--- src/core/gfog_cfg.svh ---
// Constants for the glitch-free output gate.
// Assumes inclusion by the package and the gate module only.
`ifndef GFOG_CFG_SVH
`define GFOG_CFG_SVH

// -----------------------------------------------------------------
// Sizes and timing
// -----------------------------------------------------------------
`define GFOG_NUM_OUT        10
`define GFOG_MAX_EN_CYCLES  2
`define GFOG_CLK_PERIOD_NS  8

`endif

--- src/core/gfog_pkg.sv ---
// Types for the glitch-free output gate.
// Assumes gfog_cfg.svh is on the include path.
`include "gfog_cfg.svh"

package gfog_pkg;

    // -------------------------------------------------------------
    // Gate states, one-hot
    // -------------------------------------------------------------
    typedef enum logic [2:0] {
        GFOG_HIZ   = 3'h1,
        GFOG_LOW   = 3'h2,
        GFOG_RUN   = 3'h4
    } gfog_state_e;

    typedef struct packed {
        logic        en_s1;
        logic        en_s2;
        gfog_state_e state;
        logic [1:0]  low_cnt;
        logic        drive;
        logic        gate;
    } gfog_reg_s;

    typedef struct packed {
        logic [`GFOG_NUM_OUT-1:0] val;
        logic [`GFOG_NUM_OUT-1:0] oe;
    } gfog_out_s;

endpackage

--- src/core/gfog_gate.sv ---
// Output gating of a ten-output clock fanout: enable, hold low, tristate.
// Assumes clk is the sampling clock at 125 MHz and ref_clk is the selected
// input clock, sampled here as an ordinary pin.
`timescale 1ns/1ns
`default_nettype none
`include "gfog_cfg.svh"

// Operation
// Enable low: outputs go high impedance at the next falling input edge.
// Outputs stay high impedance while enable stays low.
// Enable high from high impedance drives all outputs low at once.
// Toggling resumes within two input cycles, only after a falling edge.
// With static input clock, enable rising still drives outputs low.
// With static input clock, enable falling waits for a later falling edge.
// Enabled and resumed, every output copies the selected input clock.
module gfog_gate
    import gfog_pkg::*;
#(
    parameter int NUM_OUT = `GFOG_NUM_OUT
) (
    input  wire logic               clk,
    input  wire logic               rst_n,
    input  wire logic               clk_en,
    input  wire logic               ref_clk,
    input  wire logic               out_en,
    output var  logic [NUM_OUT-1:0] clk_out,
    output var  logic [NUM_OUT-1:0] clk_out_oe
);

    // -------------------------------------------------------------
    // Synchroniser and state registers
    // -------------------------------------------------------------
    logic      ref_s1_r;
    logic      ref_s2_r;
    logic      ref_s3_r;
    logic      ref_s1_nxt;
    logic      ref_s2_nxt;
    logic      ref_s3_nxt;
    logic      ref_fall;
    logic      en_sync;
    gfog_reg_s q_r;
    gfog_reg_s q_nxt;

    // -------------------------------------------------------------
    // Input clock sampling
    // -------------------------------------------------------------
    // S1 may go metastable; only s2 and the s3 tap behind it feed logic.
    // Limitation: the input clock must stay well below half of clk.
    always_comb begin
        ref_s1_nxt = ref_clk;
        ref_s2_nxt = ref_s1_r;
        ref_s3_nxt = ref_s2_r;
    end

    always_ff @(posedge clk or negedge rst_n) begin
        if (!rst_n) begin
            ref_s1_r <= 1'b0;
            ref_s2_r <= 1'b0;
            ref_s3_r <= 1'b0;
        end else if (clk_en) begin
            ref_s1_r <= ref_s1_nxt;
            ref_s2_r <= ref_s2_nxt;
            ref_s3_r <= ref_s3_nxt;
        end
    end

    // Reset low, so a high static input after reset reads as a rise
    assign ref_fall = ref_s3_r & ~ref_s2_r;
    assign en_sync  = q_r.en_s2;

    // -------------------------------------------------------------
    // Gate state machine
    // -------------------------------------------------------------
    always_comb begin
        q_nxt         = q_r;
        q_nxt.en_s1   = out_en;
        q_nxt.en_s2   = q_r.en_s1;
        q_nxt.low_cnt = 2'h0;
        // Next state
        case (q_r.state)
            GFOG_HIZ: begin
                // No input edge is needed to leave tristate
                if (en_sync) begin
                    q_nxt.state = GFOG_LOW;
                end else begin
                    q_nxt.state = GFOG_HIZ;
                end
            end
            GFOG_LOW: begin
                // Held low until a falling edge, so no runt first pulse
                if (ref_fall && !en_sync) begin
                    q_nxt.state = GFOG_HIZ;
                end else if (ref_fall) begin
                    q_nxt.state = GFOG_RUN;
                end else begin
                    q_nxt.state = GFOG_LOW;
                end
            end
            GFOG_RUN: begin
                // Leave only on a falling edge; outputs still high there drop low on the same clk edge as tristate
                if (ref_fall && !en_sync) begin
                    q_nxt.state = GFOG_HIZ;
                end else begin
                    q_nxt.state = GFOG_RUN;
                end
            end
            default: begin
                q_nxt.state = GFOG_HIZ;
            end
        endcase
        // Drive and gate follow the next state, so they switch on one edge
        case (q_nxt.state)
            GFOG_HIZ: begin
                q_nxt.drive = 1'b0;
                q_nxt.gate  = 1'b0;
            end
            GFOG_LOW: begin
                q_nxt.drive = 1'b1;
                q_nxt.gate  = 1'b0;
            end
            GFOG_RUN: begin
                q_nxt.drive = 1'b1;
                q_nxt.gate  = 1'b1;
            end
            default: begin
                q_nxt.drive = 1'b0;
                q_nxt.gate  = 1'b0;
            end
        endcase
    end

    always_ff @(posedge clk or negedge rst_n) begin
        if (!rst_n) begin
            q_r.en_s1   <= 1'b0;
            q_r.en_s2   <= 1'b0;
            q_r.state   <= GFOG_HIZ;
            q_r.low_cnt <= 2'h0;
            q_r.drive   <= 1'b0;
            q_r.gate    <= 1'b0;
        end else if (clk_en) begin
            q_r <= q_nxt;
        end
    end

    // -------------------------------------------------------------
    // Output fan-out, all from flip-flops
    // -------------------------------------------------------------
    // Outputs take the next state, so they are not a cycle behind it
    for (genvar i = 0; i < NUM_OUT; i++) begin : g_out
        logic val_nxt;
        logic oe_nxt;

        always_comb begin
            val_nxt = q_nxt.gate & ref_s2_r;
            oe_nxt  = q_nxt.drive;
        end

        always_ff @(posedge clk or negedge rst_n) begin
            if (!rst_n) begin
                clk_out[i]    <= 1'b0;
                clk_out_oe[i] <= 1'b0;
            end else if (clk_en) begin
                clk_out[i]    <= val_nxt;
                clk_out_oe[i] <= oe_nxt;
            end
        end
    end

endmodule

`default_nettype wire

--- config.mk ---
export PLATFORM = sky130hd
export DESIGN_NAME = gfog_gate
export DESIGN_NICKNAME = d
export VERILOG_FILES = /design/src/core/gfog_pkg.sv /design/src/core/gfog_gate.sv
export VERILOG_INCLUDE_DIRS = /design/src /design/src/core
export SDC_FILE = /design/constraint.sdc
export NUM_CORES = 1
export LEC_CHECK = 0
export BUFFER_PORTS_ARGS = -buffer_cell sky130_fd_sc_hd__buf_2
export CORE_MARGIN = 2
export CORE_UTILIZATION = 50
export CTS_CLUSTER_SIZE = 20
export DETAILED_ROUTE_END_ITERATION = 8
export HOLD_SLACK_MARGIN = 0.15
export MAX_ROUTING_LAYER = met4
export PLACE_DENSITY_LB_ADDON = 0.05
export SLEW_MARGIN = 20
export SYNTH_ARGS = -nofsm -noshare
export SYNTH_HDL_FRONTEND = slang
export SYNTH_SLANG_ARGS = --single-unit
--- constraint.sdc ---
create_clock -name clk -period 2.09 [get_ports clk]
set_input_delay 0.418 -clock clk [delete_from_list [all_inputs] [get_ports clk]]
set_output_delay 0.418 -clock clk [all_outputs]
set_load 0.02 [all_outputs]
# Word-level counts from Yosys, hierarchy flattened
# Cells that the tools add are included.
# op_classes
eq_ne,5
n_mux,6
bitwise_logic,3
reduce_logical,2
# ops
cell,n
3-bit two-way mux,3
3-bit one-hot mux with 3 select lines,1
"3-bit by 2-bit equality test with 1-bit output, second input constant",2
"3-bit equality test, second input constant",2
2-bit one-hot mux with 2 select lines,1
"3-bit by 1-bit equality test with 1-bit output, second input constant",1
1-bit AND,2
2-bit two-way mux,1
1-bit logical AND,1
1-bit zero test,1
1-bit inverter,1
# totals
ff_bits,10
in_bits,5

# Logic depth before layout (Yosys ltp)
# Gate-level depths: netlist (run 1).
# logic_depth
ltp_word,8
depth_mapped,4
mapped_depth_nobuf,3

# Least setup slack after synthesis (run 1)
# No wires, ideal clock.
# synth_timing
path_type,reg-to-reg
from,register q_r[4] in the netlist's numbering
to,register clk_out_oe[4]
setup_time_ps,120
t_arrival_ps,1149
t_required_ps,1970
path_slack_ps,822
stages_incl_launch_ff,5
n_path_buf,1
period_less_slack_ps,1268
cell_sequence,dfstp_2 -> buf_6 -> nor3b_1 -> o21bai_1 -> a31o_1
# synth_via
elab_chain_cells,4
# synth_lines
item,line_no,text
from (decl),gfog_gate.sv:41,gfog_reg_s q_r;
from (signal assigned),gfog_gate.sv:141,q_r <= q_nxt;
3-bit equality test (tied with other cells),gfog_gate.sv:80,case (q_r.state)
3-bit one-hot mux with 3 select lines (*),gfog_gate.sv:80,
3-bit equality test / 3-bit by 2-bit equality test with 1-bit output (equally long branches),gfog_gate.sv:112,case (q_nxt.state)
2-bit one-hot mux with 2 select lines (*),gfog_gate.sv:112,
"to (signal, indexed assignment)",gfog_gate.sv:164,clk_out_oe[i] <= oe_nxt;
to (decl),gfog_gate.sv:27,output var logic [NUM_OUT-1:0] clk_out_oe
# Mark *: on every way between the ends. The rest lies on a longest branch, timed or not.
# A chain may end at the register's enable or synchronous reset.

==> results of run 1 <==
==> through the flow <==
step | setup WS [ns] | total power, W | cells | area [um^2] | hold slack (ns)
after floorplan | 0.822 | 0.000685 | 60 | 648 | 0.122
after CTS | 0.694 | 0.000852 | 82 | 667 | 0.368
final | 0.733 | 0.000837 | 82 | 667 | 0.377
after global placement | 0.806 | 0.000667 | 77 | 621 | 0.287
after global routing | 0.634 | 0.000897 | 82 | 667 | 0.387
after detailed placement | 0.743 | 0.000672 | 77 | 621 | 0.286
==> report_power, final <==
part	internal, W	switching [W]	leakage (nW)
registers	0.000245	0.0000689	0.122
logic	0.000149	0.000201	0.198
clock network	0.000106	0.0000671	0.0210
==> synthesized netlist by cell type (2+ instances only) <==
| master | n |
|---|---|
| mux2_2 | 5 |
| buf_4 | 18 |
| inv_1 | 2 |
| dfrtp_1 | 9 |
| and2b_2 | 2 |
| buf_6 | 2 |
| or3b_1 | 2 |
==> registers in the layout, summed over array words and instances, names as in the netlist <==
signal,cells
clk_out_oe,1
q_r,3
en_sync,1
clk_out,1
q_nxt,1
ref_s1_r,1
ref_s3_r,1
ref_s2_r,1
==> cell usage in the layout (no fill, tap or decap) <==
master	synthesis	routed
a31o_1	1	1
o22ai_1	1	1
o21bai_1	1	1
dlygate4sd3_1	0	1
a21oi_1	1	1
or2b_1	1	1
nand3b_1	1	1
mux2_2	5	5
dfstp_2	1	1
nor2_1	1	1
inv_1	2	2
buf_2	0	24
dfrtp_1	9	9
o21ai_0	1	1
o21ai_1	1	1
and2b_2	2	2
a32o_1	1	1
xnor2_1	1	1
nor3b_1	1	1
o31ai_1	1	1
clkbuf_8	0	1
or3b_1	2	2
and2b_1	1	1
clkbuf_4	1	3
nand4b_1	1	1
a22oi_1	1	1
o221ai_1	1	1
and4b_1	1	1
==> cell families (layout without fill, tap and decap cells) <==
logic type      Yosys count  count (layout)  synth area share [%]
simple gates             11              11                  13.5
compound gates           10              10                  11.0
buf+inv                  23              31                  26.6
flops                    10              10                  38.8
mux                       5               5                  8.69
xor+xnor                  1               1                  1.35
==> layer usage <==
layer / share of wire [%] / vias to the layer above
li1: - / 204
met1: 49 / 180
met2: 42 / 17
met3: 6.5 / 4
met4: 2.4 / 0
met5: 0 / -
==> worst reg2reg max path: stages, from the launching register on <==
cell and delay (ns):
dfstp_2 0.60, nor3b_1 0.28, o21bai_1 0.14, a31o_1 0.22
==> cell type report <==
cell class / count / area [um^2] / area share [%]
multi-input combinational: 27 / 224 / 33.6
inverter: 2 / 7.51 / 1.13
tap: 14 / 17.5 / 2.63
clock buffer: 4 / 36.3 / 5.44
timing repair buffer: 25 / 130 / 19.5
sequential: 10 / 251 / 37.7
==> path summary, 6_finish.rpt <==
path	endpoint	slack, ns	cells past startpoint
worst min register to register	ref_s1_r	0.50	1
min in group asynchronous	ref_s1_r	0.53	2
worst max register to register	clk_out_oe[4]	0.74	3
worst min-delay path	ref_s1_r	0.38	2
worst max-delay path	clk_out[9]	0.73	1
max in group asynchronous	q_r[4]	1.31	2
==> out/results.tsv, run 1 <==
metric	value	unit
Hold Startpoint	ref_clk	
Final Hold Fails	0	
CP required	1.67	ns
GRT Max-Usage Layer	met2	
hpwl dp	667	um
H-tree levels	1	
Hold Crit Class	in -> reg	
post-cts hold buffer count	1	
GR Layer Usage met2	19.8	%
CTS sink cnt	10	
EDFF count, synth	0	
net count of the finished layout	74	
Final min period	1.36	ns
CTS tree	done	
RSZ-0062 raised after global routing	no	
Max clock buf depth	2	
CTS resizes	0	
Port-buffer cells	24	
crit path kind	reg -> out	
GRT met1 Usage	17.0	%
Root Buffer	clkbuf_4	
Tot GR Track Use	15.0	%
Yosys reg bits	10	
worst slew margin relative to its limit	81.9	%
share of layout cells above drive strength 1	52.9	%
Pleak	0.342	nW
PwrDens	1250	nW/um^2
post-synth cell types	27	
grt total ovfl	0	
cells after synthesis	60	
largest net degree at the start of global routing	16	
leading area contributor after synthesis	dfrtp_1	
fin util	57.7	%
Skew-Pair Late Insertion Delay	0.27	ns
I/O pin total	25	
area delta synth->final	2.90	%
critical path arrival	0.94	ns
routed vias	405	
via density per instance	4.94	
ys flop type	dfrtp_1	
Post-Syn Area	648	um^2
status	completed	
Routed Wire Length	914	um
CP peak stage delay	0.46	ns
family with the most delay on the worst path	flip-flops	
first-pass GRT wire length	1.39	mm
synthesized net count	65	
Worst-Margin Slew	0.271	ns
setup violators final	0	
setup_tns	0	ns
vias in the first global route	314	
register area share after synthesis	38.8	%
Reg2Reg Launch Point	q_r[4]	
post-CTS setup buffers	0	
slowest stage cell, crit path	dfrtp_1	
DR WL/cell	11.1	um
CTS clock-pin slew for the worst setup and hold paths	0.06	ns
clk_skew	0.000147	ns
Num CTS Buffers	3	
antenna violations before repair	0	
max-slew violation count	0	
drt first pass iters	2	
Critical Path Start	clk_out[3]	
routing usage on met3	5.00	%
share of the synthesized area in the top cell type	34.7	%
Avg Cell Area, Syn	10.8	um^2
number of diodes	0	
Initial Utilization	56.1	%
crit path buf inv count	1	
Die Ht	40.0	um
YS warnings	0	
Residual DRC	0	
Final period util	64.9	%
Post-DRT Antenna Nets	0	
floorplan row count	12	
gpl congestion	0.732	
Critical Path Sink Type	primary output	
worst vdd ir	0.559	mV
max_cap viols	0	
DIE WIDTH	40.0	um
Worst setup SP type	flop	
filler cell count	108	
achievable frequency	0.737	GHz
area of the core	1160	um^2
Post-synth ARST share	100	%
1st-iter DRT viols	1	
critical-path cell list	buf_2	
worst-path maximum fanout	11	
top post-synthesis cells by area	dfrtp_1 (35%), buf_4 (21%), mux2_2 (8.7%), dfstp_2 (4.1%), buf_6 (3.5%)	
DIE AREA	1600	um^2
Note: power is estimated with default switching activity, not from simulation.
==> inputs of run 2 (changes only) <==
--- a/config.mk
+++ b/config.mk
@@ -8,7 +8,7 @@
 export LEC_CHECK = 0
 export BUFFER_PORTS_ARGS = -buffer_cell sky130_fd_sc_hd__buf_2
 export CORE_MARGIN = 2
-export CORE_UTILIZATION = 50
+export CORE_UTILIZATION = 46
 export CTS_CLUSTER_SIZE = 20
 export DETAILED_ROUTE_END_ITERATION = 8
 export HOLD_SLACK_MARGIN = 0.15
==> constraint.sdc (replaced) <==
create_clock -name clk -period 1.4 [get_ports clk]
set_input_delay 0.28 -clock clk [delete_from_list [all_inputs] [get_ports clk]]
set_output_delay 0.28 -clock clk [all_outputs]
set_load 0.02 [all_outputs]
==> out/results.tsv, run 2 (same netlist as run 1, synthesis figures left out) <==
metric	value	unit
status	completed	
combinational fraction of design power	46.3	%
area of the core	1300	um^2
Die Ht	41.5	um
clk_skew	0.00875	ns
RSZ-0062 raised after global routing	no	
critical-path cell list	nor3b_1, o21bai_1, a31o_1	
achievable frequency	0.779	GHz
crit path buf inv count	0	
Final Hold Fails	0	
switching pwr	0.000502	W
placed instance area	629	um^2
PwrDens	1830	nW/um^2
DR WL/cell	10.6	um
final instance area	666	um^2
I/O pin total	25	
commonest non-fill, non-tap cell in the layout	buf_2	
Worst-Margin Slew	0.307	ns
Max clock buf depth	2	
Port-buffer cells	24	
drt first pass iters	3	
CP peak stage delay	0.52	ns
commonest cells after routing, fill and taps aside	buf_2 (24), dfrtp_1 (9), mux2_2 (5)	
share of layout cells above drive strength 1	52.2	%
max_cap viols	0	
routed vias	412	
1st-iter DRT viols	4	
via density per instance	4.90	
Routed Wire Length	887	um
worst vdd ir	0.699	mV
critical path arrival	1.44	ns
gpl congestion	0.742	
H-tree levels	1	
CP required	1.56	ns
Initial Utilization	49.8	%
Reg power frac	36.2	%
worst-path maximum fanout	2	
area delta synth->final	2.70	%
number of diodes	0	
DIE WIDTH	41.5	um
Num CTS Buffers	3	
Int Pwr	0.000713	W
Hold Crit Class	in -> reg	
Skew-Pair Late Insertion Delay	0.27	ns
hpwl dp	648	um
antenna violations before repair	0	
Design Power	0.00122	W
slowest stage cell, crit path	dfstp_2	
Sw Share	41.3	%
family with the most delay on the worst path	flip-flops	
largest net degree at the start of global routing	16	
Worst setup SP type	flop	
Tot GR Track Use	11.4	%
first-pass GRT wire length	1.46	mm
Final min period	1.28	ns
max reg flops	3	
Residual DRC	0	
clock share of power	17.6	%
setup_tns	0	ns
crit path kind	reg -> reg	
setup violators final	0	
net count of the finished layout	75	
Critical Path Sink Type	flop	
Root Buffer	clkbuf_4	
Pleak	0.340	nW
grt total ovfl	0	
Reg with most FFs	q_r	
max-slew violation count	0	
Final period util	91.7	%
DIE AREA	1730	um^2
vias in the first global route	354	
CTS clock-pin slew for the worst setup and hold paths	0.07	ns
worst slew margin relative to its limit	79.5	%
CTS tree	done	
floorplan row count	13	
Post-DRT Antenna Nets	0	
CTS sink cnt	10	
-- run 2: cell count changes in the layout (fill, tap and decap cells not counted) --
cell	change
clkbuf_8	-1
buf_4	+1
clkbuf_1	+1
-- run 2: per-layer routing --
layer  GRT usage (%)  vias to the layer above  share of wire, %  routed length [um]
met1            13.3                      181                45                 401
met5               -                        -                 0                   0
li1                -                      212                 -                   -
met4            5.81                        0               1.8                  16
met3            3.91                        2               7.0                  62
met2            17.5                       17                46                 406
-- run 2: power by group through the flow --
stage	registers, W	clock network, W	logic (W)
after floorplan	0.000449	0	0.000573
after global placement	0.000447	0	0.000566
after detailed placement	0.000449	0	0.000564
after CTS	0.000443	0.000219	0.000567
after global routing	0.000459	0.000234	0.000599
final	0.000439	0.000213	0.000562
-- run 2: timing repair --
| item | 4_1_cts | 5_1_grt |
|---|---|---|
| resized for setup | 0 | 0 |
| buffers inserted | 0 | 0 |
| endpoints found under the hold margin | 10 | 0 |
| hold buffers | 1 | 0 |
-- run 2: worst paths after layout --
path                                  to  slack (ns)     start  cells after the start
max reg2reg                clk_out_oe[4]        0.12    q_r[4]                      3
min in group asynchronous       ref_s3_r        0.40     rst_n                      2
max in group asynchronous         q_r[4]        0.74     rst_n                      2
min                             ref_s1_r        0.23   ref_clk                      2
max                        clk_out_oe[4]        0.12    q_r[4]                      3
min reg2reg                      en_sync        0.50  q_nxt[7]                      1
-- run 2: metrics by stage --
step	setup slack (ns)	util, %	hold WS, ns	cells
6_report	0.116	51.2	0.235	84
5_1_grt	0.0834	51.2	0.242	84
4_1_cts	0.126	51.2	0.235	84
3_5_place_dp	0.148	48.4	0.156	79
3_3_place_gp	0.167	48.4	0.154	79
2_1_floorplan	0.132	-	-0.0156	60
-- run 2: final cells by class --
type / instances / area [um^2]
Clock buffer: 4 / 26.3
Fill cell: 125 / 636
Inverter: 2 / 7.51
Multi-Input combinational cell: 27 / 224
Sequential cell: 10 / 251
Tap cell: 15 / 18.8
Timing Repair Buffer: 26 / 138
==> inputs of run 3 (changes only) <==
--- a/config.mk
+++ b/config.mk
@@ -6,9 +6,10 @@
 export SDC_FILE = /design/constraint.sdc
 export NUM_CORES = 1
 export LEC_CHECK = 0
+export ABC_AREA = 1
 export BUFFER_PORTS_ARGS = -buffer_cell sky130_fd_sc_hd__buf_2
 export CORE_MARGIN = 2
-export CORE_UTILIZATION = 46
+export CORE_UTILIZATION = 45
 export CTS_CLUSTER_SIZE = 20
 export DETAILED_ROUTE_END_ITERATION = 8
 export HOLD_SLACK_MARGIN = 0.15
==> out/results.tsv, run 3 <==
metric	value	unit
status	completed	
Final min period	1.24	ns
Hold Crit Class	in -> reg	
slowest stage cell, crit path	dfrtp_1	
commonest non-fill, non-tap cell in the layout	nand2_1	
ys flop type	dfrtp_1	
DIE WIDTH	41.1	um
area of the core	1300	um^2
CTS tree	done	
metal1 wirelength	435	um
grt total ovfl	0	
critical-path cell list	buf_2	
Worst setup SP type	flop	
EDFF count, synth	0	
Post-Syn Area	621	um^2
Inst Count DP	102	
crit path kind	reg -> out	
crit path buf inv count	1	
H-tree levels	1	
CP required	1.12	ns
RSZ-0062 raised after global routing	no	
register area share after synthesis	40.5	%
Routed Wire Length	991	um
Residual DRC	0	
share of layout cells above drive strength 1	33.7	%
synthesized net count	87	
Port-buffer cells	24	
worst slew margin relative to its limit	83.7	%
Final period util	88.5	%
Worst-Margin Slew	0.245	ns
setup_tns	0	ns
clk_skew	0.0144	ns
max_cap viols	0	
I/O pin total	25	
CP peak stage delay	0.47	ns
CTS clock-pin slew for the worst setup and hold paths	0.07	ns
top post-synthesis cells by area	dfrtp_1 (36%), buf_4 (22%), nand2_1 (18%), inv_1 (4.8%), dfstp_2 (4.2%)	
synth cell count leaders	nand2_1 (30), buf_4 (18), dfrtp_1 (9), inv_1 (8), nor2_1 (5)	
Pleak	0.419	nW
max reg flops	3	
Max clock buf depth	2	
Final Hold Fails	0	
Post-DRT Antenna Nets	0	
max layer used	met4	
worst vdd ir	0.630	mV
area delta synth->final	4.23	%
Design Power	0.00105	W
vias in the first global route	393	
fin cells	107	
Avg Cell Area, Syn	7.57	um^2
share of the synthesized area in the top cell type	36.3	%
net count of the finished layout	98	
max-slew violation count	0	
1st-iter DRT viols	7	
DR WL/cell	9.26	um
filler cell count	138	
family with the most delay on the worst path	flip-flops	
Reg with most FFs	q_r	
largest net degree at the start of global routing	14	
antenna violations before repair	0	
Num CTS Buffers	3	
CTS sink cnt	10	
hpwl dp	736	um
fin util	49.7	%
commonest cells after routing, fill and taps aside	nand2_1 (30), buf_2 (24), dfrtp_1 (9)	
cells after synthesis	82	
Seq. cell area	251	um^2
YS warnings	0	
Critical Path Sink Type	primary output	
met3 WL post-DR	101	um
drt first pass iters	4	
PwrDens	1630	nW/um^2
Tot GR Track Use	16.0	%
Yosys reg bits	10	
Root Buffer	clkbuf_4	
multi-input logic area	186	um^2
critical path arrival	0.96	ns
routed vias	473	
Post-synth ARST share	100	%
WL met2	432	um
most instantiated library cell after synthesis	nand2_1	
Skew-Pair Late Insertion Delay	0.27	ns
Die Ht	41.1	um
floorplan row count	13	
post-synth cell types	11	
number of diodes	0	
worst-path maximum fanout	11	
via density per instance	4.42	
first-pass GRT wire length	1.66	mm
DIE AREA	1690	um^2
gpl congestion	0.813	
Initial Utilization	47.7	%
leading area contributor after synthesis	dfrtp_1	
achievable frequency	0.807	GHz
setup violators final	0	
run 3: cell types whose count changed after synthesis, moves of 2 or more:
cell     change
and2b_2      -2
mux2_2       -5
or3b_1       -2
nand2_1     +30
nor2_1       +4
nand3_2      +2
buf_6        -2
o21ai_0      +3
nand3_1      +3
inv_1        +6
run 3: repair_timing:
| action | CTS | global route |
|---|---|---|
| hold endpoints to repair | 10 | 0 |
| gates resized for setup | 0 | 0 |
| hold buffers | 1 | 0 |
| buffers inserted | 0 | 0 |
| endpoints found under the setup margin | 0 | 0 |
run 3: cell type report:
class	instances	area share, %
Multi-Input combinational cell	44	28.8
Sequential cell	10	38.9
Inverter	9	5.22
Tap cell	15	2.90
Clock buffer	4	4.06
Timing Repair Buffer	25	20.1
run 3: through the flow:
step	area [um^2]	hold slack, ns	worst slack [ns]
after floorplan	621	-0.0156	0.345
after global placement	611	0.155	0.372
after detailed placement	611	0.157	0.361
after CTS	647	0.197	0.139
after global routing	647	0.205	0.0262
final	647	0.197	0.161
run 3: worst paths after layout:
check	from	end	slack [ns]	cells after the start
worst max-delay path	clk_out[3]	clk_out[0]	0.16	1
worst min-delay path	out_en	q_nxt[7]	0.20	3
worst max register to register	q_r[4]	q_r[5]	0.37	5
worst min register to register	q_nxt[7]	q_nxt[7]	0.47	2
max in group asynchronous	rst_n	q_r[4]	0.72	2
min in group asynchronous	rst_n	en_sync	0.41	2
run 3: power by group:
part	internal [W]	switching, W	leakage (nW)
Sequential	0.000343	0.0000555	0.127
Combinational	0.000142	0.000301	0.277
Clock	0.000110	0.000103	0.0150
Total	0.000595	0.000460	0.419
run 3: cells by family (layout without fill, tap and decap cells):
logic type	Yosys count	after routing	synth area share [%]
AOI/OAI and AO/OA	4	4	3.23
buffers and inverters	28	38	29.4
DFF	10	10	40.5
and+or+nand+nor	40	40	26.8
run 3: per-layer routing:
metal | up-vias | global-route usage [%]
li1 | 248 | -
met1 | 197 | 19.1
met2 | 26 | 25.8
met3 | 2 | 3.26
met4 | 0 | 7.26
met5 | - | -
